--- src/rtl/rcd_pkg.sv ---
package rcd_pkg;
   // instruction and data widths
   localparam int INSN_W = 14;
   localparam int DATA_W = 8;
   localparam int FADDR_W = 7;
   // program counter width: 13 bits covers the largest 8K space
   localparam int PC_W = 13;
   // variant program spaces in words
   localparam int SPACE_1K = 1024;
   localparam int SPACE_2K = 2048;
   localparam int SPACE_4K = 4096;
   localparam int SPACE_8K = 8192;
   // special register locations in the data map
   localparam logic [6:0] ADDR_INDIRECT = 7'h00;
   localparam logic [6:0] ADDR_PCL = 7'h02;
   localparam logic [6:0] ADDR_STATUS = 7'h03;
   localparam logic [6:0] ADDR_POINTER = 7'h04;
   localparam logic [6:0] ADDR_PCHIGH = 7'h0A;
   // status bit positions
   localparam int BIT_CARRY = 0;
   localparam int BIT_NIBBLE = 1;
   localparam int BIT_ZERO = 2;
   // reset values
   localparam logic [7:0] STATUS_RST = 8'h18;
   localparam logic [13:0] NOP_WORD = 14'h0000;
   localparam logic [12:0] PC_RST = 13'h0000;
   // quarter-rate phase count
   localparam int PHASES = 4;
   localparam logic [1:0] PHASE_LAST = 2'h3;
   localparam logic [1:0] PHASE_HALF = 2'h2;
   // instruction word fields: [13:12] group
   localparam logic [1:0] GRP_BYTE = 2'h0;
   localparam logic [1:0] GRP_BIT = 2'h1;
   localparam logic [1:0] GRP_JUMP = 2'h2;
   localparam logic [1:0] GRP_LIT = 2'h3;
   // byte-oriented operations, bits [11:8]
   localparam logic [3:0] OP_MOVWF = 4'h0;
   localparam logic [3:0] OP_CLR = 4'h1;
   localparam logic [3:0] OP_SUB = 4'h2;
   localparam logic [3:0] OP_DEC = 4'h3;
   localparam logic [3:0] OP_IOR = 4'h4;
   localparam logic [3:0] OP_AND = 4'h5;
   localparam logic [3:0] OP_XOR = 4'h6;
   localparam logic [3:0] OP_ADD = 4'h7;
   localparam logic [3:0] OP_MOV = 4'h8;
   localparam logic [3:0] OP_COM = 4'h9;
   localparam logic [3:0] OP_INC = 4'hA;
   localparam logic [3:0] OP_RRF = 4'hC;
   localparam logic [3:0] OP_RLF = 4'hD;
   localparam logic [3:0] OP_SWAP = 4'hE;
   // literal operations, bits [11:8]
   localparam logic [3:0] LOP_MOVLW = 4'h0;
   localparam logic [3:0] LOP_IORLW = 4'h8;
   localparam logic [3:0] LOP_ANDLW = 4'h9;
   localparam logic [3:0] LOP_XORLW = 4'hA;
   localparam logic [3:0] LOP_LITSUB = 4'hC;
   localparam logic [3:0] LOP_ADDLW = 4'hE;
   // alu result with its flags
   typedef struct packed {
      logic [7:0] value;
      logic carry;
      logic nibble;
      logic zero;
      logic upd_carry;
      logic upd_nz;
   } rcd_alu_t;
   // program fetch request
   typedef struct packed {
      logic [12:0] addr;
      logic strobe;
   } rcd_fetch_t;
endpackage

--- src/rtl/rcd_core.sv ---
// Operation
// - instruction words are 14 bits, one each
// - one 14-bit word fetched per cycle
// - fetch overlaps execute, single-cycle non-branches
// - pc spans 1K/2K/4K/8K internal words
// - special registers, pc included, are data-mapped
// - any operation works on any register
// - 8-bit alu: add, subtract, shift, logic
// - two operands: accumulator plus file or literal
// - single operand: accumulator or one file
// - accumulator is unaddressed, implicit only
// - alu updates carry, nibble and zero flags
// - subtraction flags report borrow as inverted carry
// - quarter-rate clock out marks instruction cycles
// - master clear low holds the core reset
module rcd_core #(
   parameter int SPACE_WORDS = rcd_pkg::SPACE_8K
) (
   input wire logic i_clock,
   input wire logic i_reset_n,
   input wire logic i_rc_mode,
   input wire logic [13:0] i_insn_word,
   input wire logic [7:0] i_file_rdata,
   output logic [12:0] o_fetch_addr,
   output logic o_fetch_strobe,
   output logic [6:0] o_file_addr,
   output logic [7:0] o_file_wdata,
   output logic o_file_we,
   output logic [7:0] o_accumulator,
   output logic [7:0] o_status,
   output logic o_clock_quarter_out
);
   ////////////////////////////////////////////////////////////////////////
   // declarations
   localparam logic [12:0] PC_MASK = 13'(SPACE_WORDS - 1); // variant span
   logic [1:0] phase_ff; // oscillator phase within one instruction cycle
   logic [12:0] pc_ff; // program counter
   logic [13:0] ir_ff; // instruction under execution
   logic flush_ff; // discard fetched word after a branch
   logic [7:0] acc_ff; // working accumulator, no data address
   logic [7:0] status_ff; // flags live here
   logic [7:0] pointer_ff; // indirect pointer
   logic [4:0] pchigh_ff; // upper pc latch
   // registered file ram port, one cycle behind the operand decode
   logic [6:0] faddr_ff; // operand address, indirect resolved
   logic [7:0] fwdata_ff; // write data
   logic fwe_ff; // write pulse
   logic clkq_ff; // quarter-rate clock out
   rcd_pkg::rcd_fetch_t fetch_ff; // fetch address and strobe travel together
   // combinational decode of the word under execution
   logic end_cycle; // last phase of an instruction cycle
   logic [1:0] grp; // instruction group
   logic [3:0] op; // operation within the group
   logic dest_file; // result goes to the file, not the accumulator
   logic [6:0] eff_addr; // operand address after indirection
   logic [7:0] file_val; // operand as read
   logic [7:0] lit; // immediate byte
   // alu result and the flags it may touch
   rcd_pkg::rcd_alu_t res;
   // control-flow decision for the current word
   logic branch; // discard the fetched word
   logic [12:0] branch_target; // where fetch resumes
   logic skip; // taken bit-test skip

   ////////////////////////////////////////////////////////////////////////
   // helpers
   // add with carry in; reused by add and subtract, file and literal forms
   function automatic rcd_pkg::rcd_alu_t add8(input logic [7:0] a, input logic [7:0] b, input logic cin);
      rcd_pkg::rcd_alu_t r;
      logic [4:0] lo;
      logic [8:0] full;
      r = '0;
      lo = {1'b0, a[3:0]} + {1'b0, b[3:0]} + {4'h0, cin};
      full = {1'b0, a} + {1'b0, b} + {8'h00, cin};
      r.value = full[7:0];
      r.carry = full[8];
      r.nibble = lo[4];
      r.zero = (full[7:0] == 8'h00);
      return r;
   endfunction

   // logic result, only zero affected
   function automatic rcd_pkg::rcd_alu_t logic8(input logic [7:0] v);
      rcd_pkg::rcd_alu_t r;
      r = '0;
      r.value = v;
      r.zero = (v == 8'h00);
      r.upd_nz = 1'b1;
      return r;
   endfunction

   ////////////////////////////////////////////////////////////////////////
   // decode
   assign end_cycle = (phase_ff == rcd_pkg::PHASE_LAST);
   assign grp = ir_ff[13:12];
   assign op = ir_ff[11:8];
   assign dest_file = ir_ff[7];
   assign lit = ir_ff[7:0];
   // indirect slot redirects through the pointer register
   assign eff_addr = (ir_ff[6:0] == rcd_pkg::ADDR_INDIRECT) ? pointer_ff[6:0] : ir_ff[6:0];

   // read mux: special registers come from the core, rest from file ram
   // pc low byte reads back as the address of the next word
   always_comb begin
      unique case (eff_addr)
         rcd_pkg::ADDR_PCL: file_val = pc_ff[7:0];
         rcd_pkg::ADDR_STATUS: file_val = status_ff;
         rcd_pkg::ADDR_POINTER: file_val = pointer_ff;
         rcd_pkg::ADDR_PCHIGH: file_val = {3'h0, pchigh_ff};
         default: file_val = i_file_rdata;
      endcase
   end

   ////////////////////////////////////////////////////////////////////////
   // alu
   // unused codes fall back to moves, so no word is illegal
   always_comb begin
      res = '0;
      skip = 1'b0;
      if (grp == rcd_pkg::GRP_BYTE) begin
         unique case (op)
            rcd_pkg::OP_MOVWF: res = '{value: acc_ff, default: 1'b0};
            rcd_pkg::OP_CLR: res = logic8(8'h00);
            rcd_pkg::OP_SUB: begin
               // file plus inverted accumulator plus one: carry set means no borrow
               res = add8(file_val, ~acc_ff, 1'b1);
               res.upd_carry = 1'b1;
               res.upd_nz = 1'b1;
            end
            rcd_pkg::OP_DEC: res = logic8(file_val - 8'h01);
            rcd_pkg::OP_IOR: res = logic8(acc_ff | file_val);
            rcd_pkg::OP_AND: res = logic8(acc_ff & file_val);
            rcd_pkg::OP_XOR: res = logic8(acc_ff ^ file_val);
            rcd_pkg::OP_ADD: begin
               res = add8(acc_ff, file_val, 1'b0);
               res.upd_carry = 1'b1;
               res.upd_nz = 1'b1;
            end
            rcd_pkg::OP_MOV: res = logic8(file_val);
            rcd_pkg::OP_COM: res = logic8(~file_val);
            rcd_pkg::OP_INC: res = logic8(file_val + 8'h01);
            rcd_pkg::OP_RRF: begin
               // shifts pass through carry, zero untouched
               res = '{value: {status_ff[rcd_pkg::BIT_CARRY], file_val[7:1]}, carry: file_val[0],
                       upd_carry: 1'b1, default: 1'b0};
            end
            rcd_pkg::OP_RLF: begin
               res = '{value: {file_val[6:0], status_ff[rcd_pkg::BIT_CARRY]}, carry: file_val[7],
                       upd_carry: 1'b1, default: 1'b0};
            end
            rcd_pkg::OP_SWAP: res = '{value: {file_val[3:0], file_val[7:4]}, default: 1'b0};
            default: res = '{value: file_val, default: 1'b0}; // unused codes move only
         endcase
         // inc/dec, clear, complement, move and logic ops only drive the zero flag; keep nibble untouched
         if (op == rcd_pkg::OP_INC || op == rcd_pkg::OP_DEC || op == rcd_pkg::OP_IOR || op == rcd_pkg::OP_AND
             || op == rcd_pkg::OP_XOR || op == rcd_pkg::OP_MOV || op == rcd_pkg::OP_COM || op == rcd_pkg::OP_CLR) begin
            res.nibble = status_ff[rcd_pkg::BIT_NIBBLE];
            res.upd_nz = 1'b1;
         end
      end else if (grp == rcd_pkg::GRP_BIT) begin
         // bit ops: [11:10] kind, [9:7] bit index; test kinds skip
         res = '{value: file_val, default: 1'b0};
         unique case (ir_ff[11:10])
            2'h0: res.value[ir_ff[9:7]] = 1'b0;
            2'h1: res.value[ir_ff[9:7]] = 1'b1;
            2'h2: skip = ~file_val[ir_ff[9:7]];
            2'h3: skip = file_val[ir_ff[9:7]];
         endcase
      end else if (grp == rcd_pkg::GRP_LIT) begin
         unique case (op)
            rcd_pkg::LOP_LITSUB: begin
               res = add8(lit, ~acc_ff, 1'b1);
               res.upd_carry = 1'b1;
               res.upd_nz = 1'b1;
            end
            rcd_pkg::LOP_ADDLW: begin
               res = add8(acc_ff, lit, 1'b0);
               res.upd_carry = 1'b1;
               res.upd_nz = 1'b1;
            end
            rcd_pkg::LOP_IORLW: res = logic8(acc_ff | lit);
            rcd_pkg::LOP_ANDLW: res = logic8(acc_ff & lit);
            rcd_pkg::LOP_XORLW: res = logic8(acc_ff ^ lit);
            default: res = '{value: lit, default: 1'b0}; // literal load
         endcase
         if (op != rcd_pkg::LOP_LITSUB && op != rcd_pkg::LOP_ADDLW) begin
            res.nibble = status_ff[rcd_pkg::BIT_NIBBLE];
            res.carry = status_ff[rcd_pkg::BIT_CARRY];
         end
      end
   end

   // branch: jump group, or a write to the low pc byte, or a taken skip
   assign branch = ~flush_ff & ((grp == rcd_pkg::GRP_JUMP) | skip
                   | (grp == rcd_pkg::GRP_BYTE & dest_file & eff_addr == rcd_pkg::ADDR_PCL)
                   | (grp == rcd_pkg::GRP_BIT & ~ir_ff[11] & eff_addr == rcd_pkg::ADDR_PCL));
   assign branch_target = (grp == rcd_pkg::GRP_JUMP) ? ({pchigh_ff[4:3], ir_ff[10:0]} & PC_MASK)
                        : skip ? ((pc_ff + 13'h0001) & PC_MASK) // skipped word is already fetched, go past it
                        : ({pchigh_ff, res.value} & PC_MASK);

   ////////////////////////////////////////////////////////////////////////
   // phase counter and quarter clock out
   always_ff @(posedge i_clock or negedge i_reset_n) begin
      if (!i_reset_n) begin
         phase_ff <= 2'h0;
         clkq_ff <= 1'b0;
      end else begin
         // free-running, wraps once every instruction cycle
         phase_ff <= phase_ff + 2'h1;
         // high for the second half of every instruction cycle, low outside rc mode
         clkq_ff <= i_rc_mode & ((phase_ff + 2'h1) >= rcd_pkg::PHASE_HALF);
      end
   end

   ////////////////////////////////////////////////////////////////////////
   // fetch stage: pc and instruction register
   always_ff @(posedge i_clock or negedge i_reset_n) begin
      if (!i_reset_n) begin
         pc_ff <= rcd_pkg::PC_RST;
         ir_ff <= rcd_pkg::NOP_WORD;
         flush_ff <= 1'b1;
         fetch_ff <= '{addr: rcd_pkg::PC_RST, strobe: 1'b0};
      end else begin
         fetch_ff.strobe <= (phase_ff == rcd_pkg::PHASE_HALF);
         if (end_cycle) begin
            // next word latched while current executes
            ir_ff <= i_insn_word;
            if (branch) begin
               pc_ff <= branch_target;
               flush_ff <= 1'b1; // two-cycle branch
            end else begin
               pc_ff <= (pc_ff + 13'h0001) & PC_MASK;
               flush_ff <= 1'b0;
            end
         end
         // pc sampled mid-cycle so the word is settled at the phase 3 edge
         if (phase_ff == rcd_pkg::PHASE_HALF) begin
            fetch_ff.addr <= pc_ff;
         end
      end
   end

   ////////////////////////////////////////////////////////////////////////
   // execute: accumulator, status and special registers
   always_ff @(posedge i_clock or negedge i_reset_n) begin
      if (!i_reset_n) begin
         acc_ff <= 8'h00;
         status_ff <= rcd_pkg::STATUS_RST;
         pointer_ff <= 8'h00;
         pchigh_ff <= 5'h00;
      end else if (end_cycle && !flush_ff) begin
         // accumulator is only ever an implicit destination
         if (grp == rcd_pkg::GRP_LIT || (grp == rcd_pkg::GRP_BYTE && !dest_file && op != rcd_pkg::OP_MOVWF)) begin
            acc_ff <= res.value;
         end
         // special registers first, so that alu flag updates win over the write
         if ((grp == rcd_pkg::GRP_BYTE && dest_file) || grp == rcd_pkg::GRP_BIT) begin
            unique case (eff_addr)
               rcd_pkg::ADDR_STATUS: status_ff <= res.value;
               rcd_pkg::ADDR_POINTER: pointer_ff <= res.value;
               rcd_pkg::ADDR_PCHIGH: pchigh_ff <= res.value[4:0];
               default: ;
            endcase
         end
         if (res.upd_carry) begin
            status_ff[rcd_pkg::BIT_CARRY] <= res.carry;
         end
         if (res.upd_nz) begin
            status_ff[rcd_pkg::BIT_ZERO] <= res.zero;
         end
         if (res.upd_nz && res.upd_carry) begin
            status_ff[rcd_pkg::BIT_NIBBLE] <= res.nibble;
         end
      end
   end

   ////////////////////////////////////////////////////////////////////////
   // file ram port, registered
   always_ff @(posedge i_clock or negedge i_reset_n) begin
      if (!i_reset_n) begin
         faddr_ff <= 7'h00;
         fwdata_ff <= 8'h00;
         fwe_ff <= 1'b0;
      end else begin
         faddr_ff <= eff_addr;
         fwdata_ff <= res.value;
         // write pulse follows the commit edge by one cycle
         fwe_ff <= end_cycle & ~flush_ff & (((grp == rcd_pkg::GRP_BYTE) & dest_file) | (grp == rcd_pkg::GRP_BIT));
      end
   end

   ////////////////////////////////////////////////////////////////////////
   // outputs, each straight from a flip-flop
   assign o_fetch_addr = fetch_ff.addr;
   assign o_fetch_strobe = fetch_ff.strobe;
   assign o_file_addr = faddr_ff;
   assign o_file_wdata = fwdata_ff;
   assign o_file_we = fwe_ff;
   assign o_accumulator = acc_ff;
   assign o_status = status_ff;
   assign o_clock_quarter_out = clkq_ff;
endmodule

--- config.mk ---
export PLATFORM = sky130hd
export DESIGN_NAME = rcd_core
export DESIGN_NICKNAME = d
export VERILOG_FILES = /design/src/rtl/rcd_pkg.sv /design/src/rtl/rcd_core.sv
export SDC_FILE = /design/constraint.sdc
export NUM_CORES = 1
export LEC_CHECK = 0
export ABC_CLOCK_PERIOD_IN_PS = 7200
export BUFFER_PORTS_ARGS = -buffer_cell sky130_fd_sc_hd__buf_2
export CAP_MARGIN = 20
export CELL_PAD_IN_SITES_DETAIL_PLACEMENT = 1
export CELL_PAD_IN_SITES_GLOBAL_PLACEMENT = 2
export CORE_AREA = 3 3 244 126
export CTS_BUF_LIST = sky130_fd_sc_hd__clkbuf_4 sky130_fd_sc_hd__clkbuf_8
export DETAILED_ROUTE_END_ITERATION = 6
export DIE_AREA = 0 0 247 129
export PLACE_DENSITY_LB_ADDON = 0.1
export SLEW_MARGIN = 20
export SYNTH_ARGS = -nofsm -noshare
export SYNTH_HDL_FRONTEND = slang
export SYNTH_SLANG_ARGS = --single-unit
--- constraint.sdc ---
create_clock -name i_clock -period 7.2 [get_ports i_clock]
set_clock_uncertainty 0.1 [all_clocks]
set_input_delay 1.44 -clock i_clock [delete_from_list [all_inputs] [get_ports i_clock]]
set_output_delay 1.44 -clock i_clock [all_outputs]
set_load 0.01 [all_outputs]
======== Word level (Yosys, flattened, before mapping) ========
Cells that the tools add are included.
word-level totals
  register bits ........................... 90
  bits of input ports ..................... 25
  output and inout bits ................... 47
  logic and storage cells ................. 169
cells by class
  add/subtract/negate cells ............... 16
  order comparisons ....................... 3
  eq/ne operators ......................... 30
  mux-type cells .......................... 27
  bitwise logic cells ..................... 26
  reductions and logical operators ........ 50
operators with widths
  operator                                       number
  one-hot mux 13 bit (14 select lines)           1
  logical NOT 8 bit                              14
  2-to-1 mux 13 bit                              6
  one-hot mux 13 bit (5 select lines)            1
  adder 8 x 8 -> 9 bit                           4
  one-hot mux 8 bit (4 select lines)             1
  bitwise AND 8 bit                              3
  == test 4 bit, second input constant           6
  NOT 8 bit                                      3
  bitwise OR 8 bit                               3
  adder 4 x 4 -> 5 bit                           4
  adder 9 x 1 -> 9 bit, second input constant    2
  == test 4 x 3 -> 1 bit, second input constant  4
  one-hot mux 8 bit (2 select lines)             1
  bitwise XOR 8 bit                              2
  == test 7 x 2 -> 1 bit, second input constant  2
  adder 13 x 1 -> 13 bit, second input constant  1
  == test 2 bit, second input constant           6
  AND reduction 3 bit                            4
  nonzero test 2 bit                             6
  adder 5 x 1 -> 5 bit, second input constant    2
  2-to-1 mux 1 bit                               10
  != test 5 bit, second input constant           2
  logical OR 1 bit                               9
  31 further kinds                               55

======== Depth between registers and ports, before layout ========
  depth after elaboration ................. 15
  gate-level depth with buffers ........... 23
  mapped depth without buffers ............ 20

======== Worst setup path before layout ========
No wires, ideal clock.
  path type ............................... register -> register
  from .................................... register ir_ff[3]
  to ...................................... register pc_ff[7]
  setup time .............................. 0.131 ns
  arrival time ............................ 4.684 ns
  required time ........................... 6.969 ns
  slack ................................... 2.285 ns
  cell stages (with the launch flop) ...... 23
  path buffers ............................ 4
  clock period less this slack ............ 4.915 ns
  cells stage by stage .................... dfrtp_1 > buf_6 > nor4_4 > o21a_4 > nor3_2 > buf_6 > a22o_1 > or3_1 > buf_4 > ha_1 > clkbuf_1 > nor3_1 > o21a_1 > nor3_1 > or2_2 > a221o_1 > a221oi_1 > nand2_1 > a2111oi_0 > a21o_1 > inv_1 > a21oi_1 > nor3_1
RTL lines
  what                    line             RTL
  from (decl)             rcd_core.sv:38   logic [13:0] ir_ff;
  from (signal assigned)  rcd_core.sv:220  ir_ff <= rcd_pkg::NOP_WORD;
  from (signal assigned)  rcd_core.sv:227  ir_ff <= i_insn_word;
  to (signal assigned)    rcd_core.sv:219  pc_ff <= rcd_pkg::PC_RST;
  to (signal assigned)    rcd_core.sv:229  pc_ff <= branch_target;
  to (signal assigned)    rcd_core.sv:232  pc_ff <= (pc_ff + 13'h0001) & PC_MASK;
  to (decl)               rcd_core.sv:37   logic [12:0] pc_ff;

======== Worst setup path after layout ========
  from .................................... register pointer_ff[4]
  to ...................................... register status_ff[2] (netlist: o_status[2])
on the way
  word-level cells in the longest chain between the ends .. 10
  elaborated cells on any way between the ends .. 35
  classes of those cells .................. 5 x add/sub; 4 x eq/ne; 9 x mux; 6 x bitwise; 11 x reduce/logical
ends and longest elaborated chain
  what                                                                               line                              RTL
  from (decl)                                                                        rcd_core.sv:42                    logic [7:0] pointer_ff;
  from (signal assigned)                                                             rcd_core.sv:260                   rcd_pkg::ADDR_POINTER: pointer_ff <= res.value;
  2-to-1 mux 7 bit                                                                   rcd_core.sv:100                   assign eff_addr = (ir_ff[6:0] == rcd_pkg::ADDR_INDIRECT) ? pointer_ff[6:0] : ir_ff[6:0];
  == test 7 x 4 -> 1 bit, or another cell as far along                               rcd_core.sv:105                   unique case (eff_addr)
  one-hot mux 8 bit (4 select lines)                                                 rcd_core.sv:105
  adder 8 x 8 -> 9 bit, or another cell as far along                                 rcd_core.sv:74                    full = {1'b0, a} + {1'b0, b} + {8'h00, cin};
  adder 9 x 1 -> 9 bit / one-hot mux 8 bit (2 select lines) (equally long branches)  rcd_core.sv:74, rcd_core.sv:163
  one-hot mux 13 bit (14 select lines) / 2-to-1 mux 13 bit (equally long branches)   rcd_core.sv:121, rcd_core.sv:160
  2-to-1 mux 13 bit                                                                  rcd_core.sv:120                   if (grp == rcd_pkg::GRP_BYTE) begin
  2-to-1 mux 3 bit                                                                   rcd_core.sv:258                   unique case (eff_addr)
  2-to-1 mux 3 bit                                                                   rcd_core.sv:257                   if ((grp == rcd_pkg::GRP_BYTE && dest_file) || grp == rcd_pkg::GRP_BIT) begin
  2-to-1 mux 1 bit                                                                   rcd_core.sv:268                   if (res.upd_nz) begin
  to (signal assigned)                                                               rcd_core.sv:259                   rcd_pkg::ADDR_STATUS: status_ff <= res.value;
  to (signal, indexed assignment)                                                    rcd_core.sv:269                   status_ff[rcd_pkg::BIT_ZERO] <= res.zero;
  to (signal, indexed assignment)                                                    rcd_core.sv:272                   status_ff[rcd_pkg::BIT_NIBBLE] <= res.nibble;
  to (decl)                                                                          rcd_core.sv:41                    logic [7:0] status_ff;
Several ways; a longest one is shown, not always the timed one. The select of a mux whose other input is x is not followed.
A chain may end at the register's enable or synchronous reset.

==> impl_metrics.env <==
export IMPL_slowest_delay_ns=0.58
export IMPL_core_area_mm2=0.0288
export IMPL_worstPathRequired_ns=7.33
export IMPL_min_period_ns=6.27
export IMPL_wl_met1_mm=19.1
export IMPL_cp_data_arrival_time_ns=6.39
export IMPL_cts_sinks=90
export IMPL_leakage_nw=3.81
export IMPL_synth_area_leaders="dfrtp_1, ha_1, o21ai_0"
export IMPL_p_seq_share_pct=33.7
export IMPL_worst_slack_ns=0.934
export IMPL_io_pins=72
export IMPL_ctsHoldBuffers=0
export IMPL_rrSetupSlack_ns=0.93
export IMPL_finalWirelength_mm=41.0
export IMPL_start_util_pct=28.9
export IMPL_drive_above_1_share_pct=17.3
export IMPL_synth_ff_type="dfrtp_1"
export IMPL_cts_tree="yes"
export IMPL_route_top_layer_used="met4"
export IMPL_drv_cap=0
export IMPL_grt_util_all_layers_pct=25.9
export IMPL_die_y_um=129
export IMPL_yosysSeqAreaShare_pct=27.1
export IMPL_max_freq_ghz=0.160
export IMPL_grt_max_degree=48
export IMPL_path_class="reg -> reg"
export IMPL_hpwl_mm=31.4
export IMPL_cp_end_kind="flop"
export IMPL_report_final_slew_viol_count=0
export IMPL_path_buf_inv=2
export IMPL_start_kind="flop"
export IMPL_grt_pass1_vias=8944
export IMPL_pwr_share_clk_pct=18.4
export IMPL_multi_input_area_mm2=0.00562
export IMPL_die_w_um=247
export IMPL_ir_drop_v=0.000117
export IMPL_critPathMaxFanout=11
export IMPL_synth_top_area_cell="dfrtp_1"
export IMPL_wl_per_cell_um=28.0
export IMPL_yosys_warnings=0
export IMPL_finalSetupViolCount=0
export IMPL_syn_to_final_growth_pct=11.6
export IMPL_synth_top_area_share_pct=26.2
export IMPL_worst_pin_slew_ns=1.08
export IMPL_antenna_left=0
export IMPL_firstDrtPassIters=5
export IMPL_port_buffers=71
export IMPL_vias=8788
export IMPL_synthArstFlopShare_pct=100
export IMPL_clk_latency_ns=0.38
export IMPL_drc=0
export IMPL_crit_path_end="o_status[2]"
export IMPL_overflow=0
export IMPL_nNetsFinal=1154
export IMPL_antenna_found_initial=0
export IMPL_critPathSlowestCell="or4_4"
export IMPL_switchingPower_uw=915
export IMPL_power_density_mw_per_mm2=216
export IMPL_p_comb_share_pct=47.9
export IMPL_syn_nets=1111
export IMPL_finalHoldViolCount=0
export IMPL_die_area_mm2=0.0319
export IMPL_synth_area_mm2=0.00832
export IMPL_status="completed"
export IMPL_cts_buffers=9
export IMPL_fillers=3413
export IMPL_gp_congestion=0.923
export IMPL_worstRegToRegCells=20
export IMPL_cts_resized_gates=0
export IMPL_rsz0062_at_grt="false"
export IMPL_root_buffer="clkbuf_8"
export IMPL_r2r_end="o_status[2]"
export IMPL_reg2reg_from="pointer_ff[4]"
export IMPL_ys_types=88
export IMPL_yosys_top_cells_count="dfrtp_1, nor2_1, o21ai_0"
export IMPL_htreeDepth=3
export IMPL_fin_crit_sh_pct=87.0
export IMPL_syn_area_per_cell_um2=8.13
export IMPL_synth_seq_cells=90
export IMPL_hold_path_class="reg -> reg"
export IMPL_regArea_mm2=0.00226
export IMPL_cp_cell_sequence="or4_4 > a211oi_4 > o21a_2 > nor2_2 > a211o_1 > inv_2 > ha_1 > inv_1 > fa_1 > a21oi_1 > o21bai_1 > a211oi_1 > nor2_1 > nor2_1 > nor2_1 > a32oi_1 > a22oi_1 > or4_1 > a211oi_1 > o41ai_2"
export IMPL_wl_met2_mm=17.8
export IMPL_slew_headroom_pct=27.1
export IMPL_worst_path_stages=20
export IMPL_crit_start="pointer_ff[4]"
export IMPL_synthCells=1024
export IMPL_p_int_mw=1.09
export IMPL_vias_per_cell=6.01
export IMPL_post_cts_buffers=0
export IMPL_grt_pass1_wl_mm=61.3
export IMPL_clk_pin_slew_worst_paths_ns=0.09
export IMPL_dp_slack_ns=1.07
export IMPL_swShare_pct=45.6
export IMPL_final_setup_tns_ns=0
export IMPL_cp_common_cell="nor2_1"
export IMPL_holdPathStages=1
export IMPL_rows=44
export IMPL_drtIter0Drc=768
export IMPL_wl_met3_mm=2.96
export IMPL_crit_family="compound AO/OA/AOI/OAI gates"
export IMPL_cts_buffer_depth=2
export IMPL_synth_edf_count=0
==> logic make-up (layout without fill, tap and decap cells) <==
kind of cell | Yosys count | in the layout | share of synthesized area [%]
AND/OR/NAND/NOR | 360 | 360 | 22.2
other | 0 | 1 | 0
adder cells (fa/ha/maj) | 62 | 62 | 9.68
buffers and inverters | 111 | 158 | 5.56
AO/OA/AOI/OAI | 325 | 325 | 26.3
XOR/XNOR | 33 | 33 | 3.47
flip-flops | 90 | 90 | 27.1
multiplexers | 43 | 43 | 5.68
==> stage by stage <==
step	hold slack (ns)	std cells	cell area, µm²	power, mW	utilization (%)
after floorplan	0.318	1024	8320	1.23	-
after global placement	0.331	1446	9080	1.63	31.5
after detailed placement	0.341	1446	9080	1.62	31.5
after CTS	0.356	1461	9280	2.01	32.2
after global routing	0.382	1462	9280	2.13	32.2
final	0.349	1463	9290	2.01	32.3
==> worst min-delay path by stage <==
| stage | slack, ns | to | startpoint |
|---|---|---|---|
| 3_3_place_gp | 0.33 | phase_ff[0] | phase_ff[0] |
| 4_1_cts | 0.36 | phase_ff[0] | phase_ff[0] |
| 2_1_floorplan | 0.32 | phase_ff[0] | phase_ff[0] |
| 3_5_place_dp | 0.34 | phase_ff[0] | phase_ff[0] |
| 5_1_grt | 0.38 | phase_ff[0] | phase_ff[0] |
| 6_report | 0.35 | phase_ff[0] | phase_ff[0] |
==> state kept, by name, indices dropped and copies added, names as in the netlist <==
signal / cells
ir_ff: 14
o_fetch_strobe: 1
o_file_we: 1
phase_ff: 2
o_status: 8
pc_ff: 13
pchigh_ff: 5
o_accumulator: 8
o_file_wdata: 8
flush_ff: 1
o_fetch_addr: 13
o_clock_quarter_out: 1
o_file_addr: 7
pointer_ff: 8
==> metal layers <==
metal,vias to the layer above,track usage [%]
met5,-,0
met4,0,8.55
met3,70,4.35
met2,393,39.7
met1,4437,36.9
li1,3888,-
==> cell type report <==
type	count	area share [%]
antenna	1	0.0269
clock inverter	5	0.660
clock buffer	10	1.48
sequential	90	24.3
multi-input combinational	823	60.5
tap	391	5.27
timing repair buffer	96	5.85
inverter	47	1.95
==> power groups by stage <==
| stage | clock network (mW) | registers [mW] | logic, mW |
|---|---|---|---|
| 3_5_place_dp | 0 | 0.686 | 0.938 |
| 4_1_cts | 0.384 | 0.676 | 0.945 |
| 3_3_place_gp | 0 | 0.684 | 0.945 |
| 6_report | 0.369 | 0.677 | 0.961 |
| 2_1_floorplan | 0 | 0.668 | 0.566 |
| 5_1_grt | 0.405 | 0.688 | 1.04 |
==> worst reg2reg max path, delay by kind of cell (launching register included) <==
family	cells	cell delay (ns)
simple gates	6	1.65
flops	1	0.49
buf+inv	2	0.37
compound gates	10	2.82
fa+ha+maj	2	0.65
==> layout by cell type, fill, tap and decap left out, types with 9 or more instances in the layout <==
cell      instances
mux2_2           32
and3_1           17
nand3_1          36
dfrtp_1          87
clkbuf_8         10
a21o_1            9
nand2_1          80
nand4_1           9
a31oi_1          16
nor4_1           12
ha_1             58
a21oi_1          69
nor3b_1          10
nand2b_1          9
nor2b_1          15
inv_1            39
o221ai_1          9
nor2_1           87
a221o_1           9
buf_4            25
nor3_1           37
o22ai_1          10
buf_2            70
o21bai_1         10
mux2i_1           9
o21ai_0          82
xnor2_1          29
o211ai_1          9
a22oi_1           9
(Power assumes the default switching activity.)
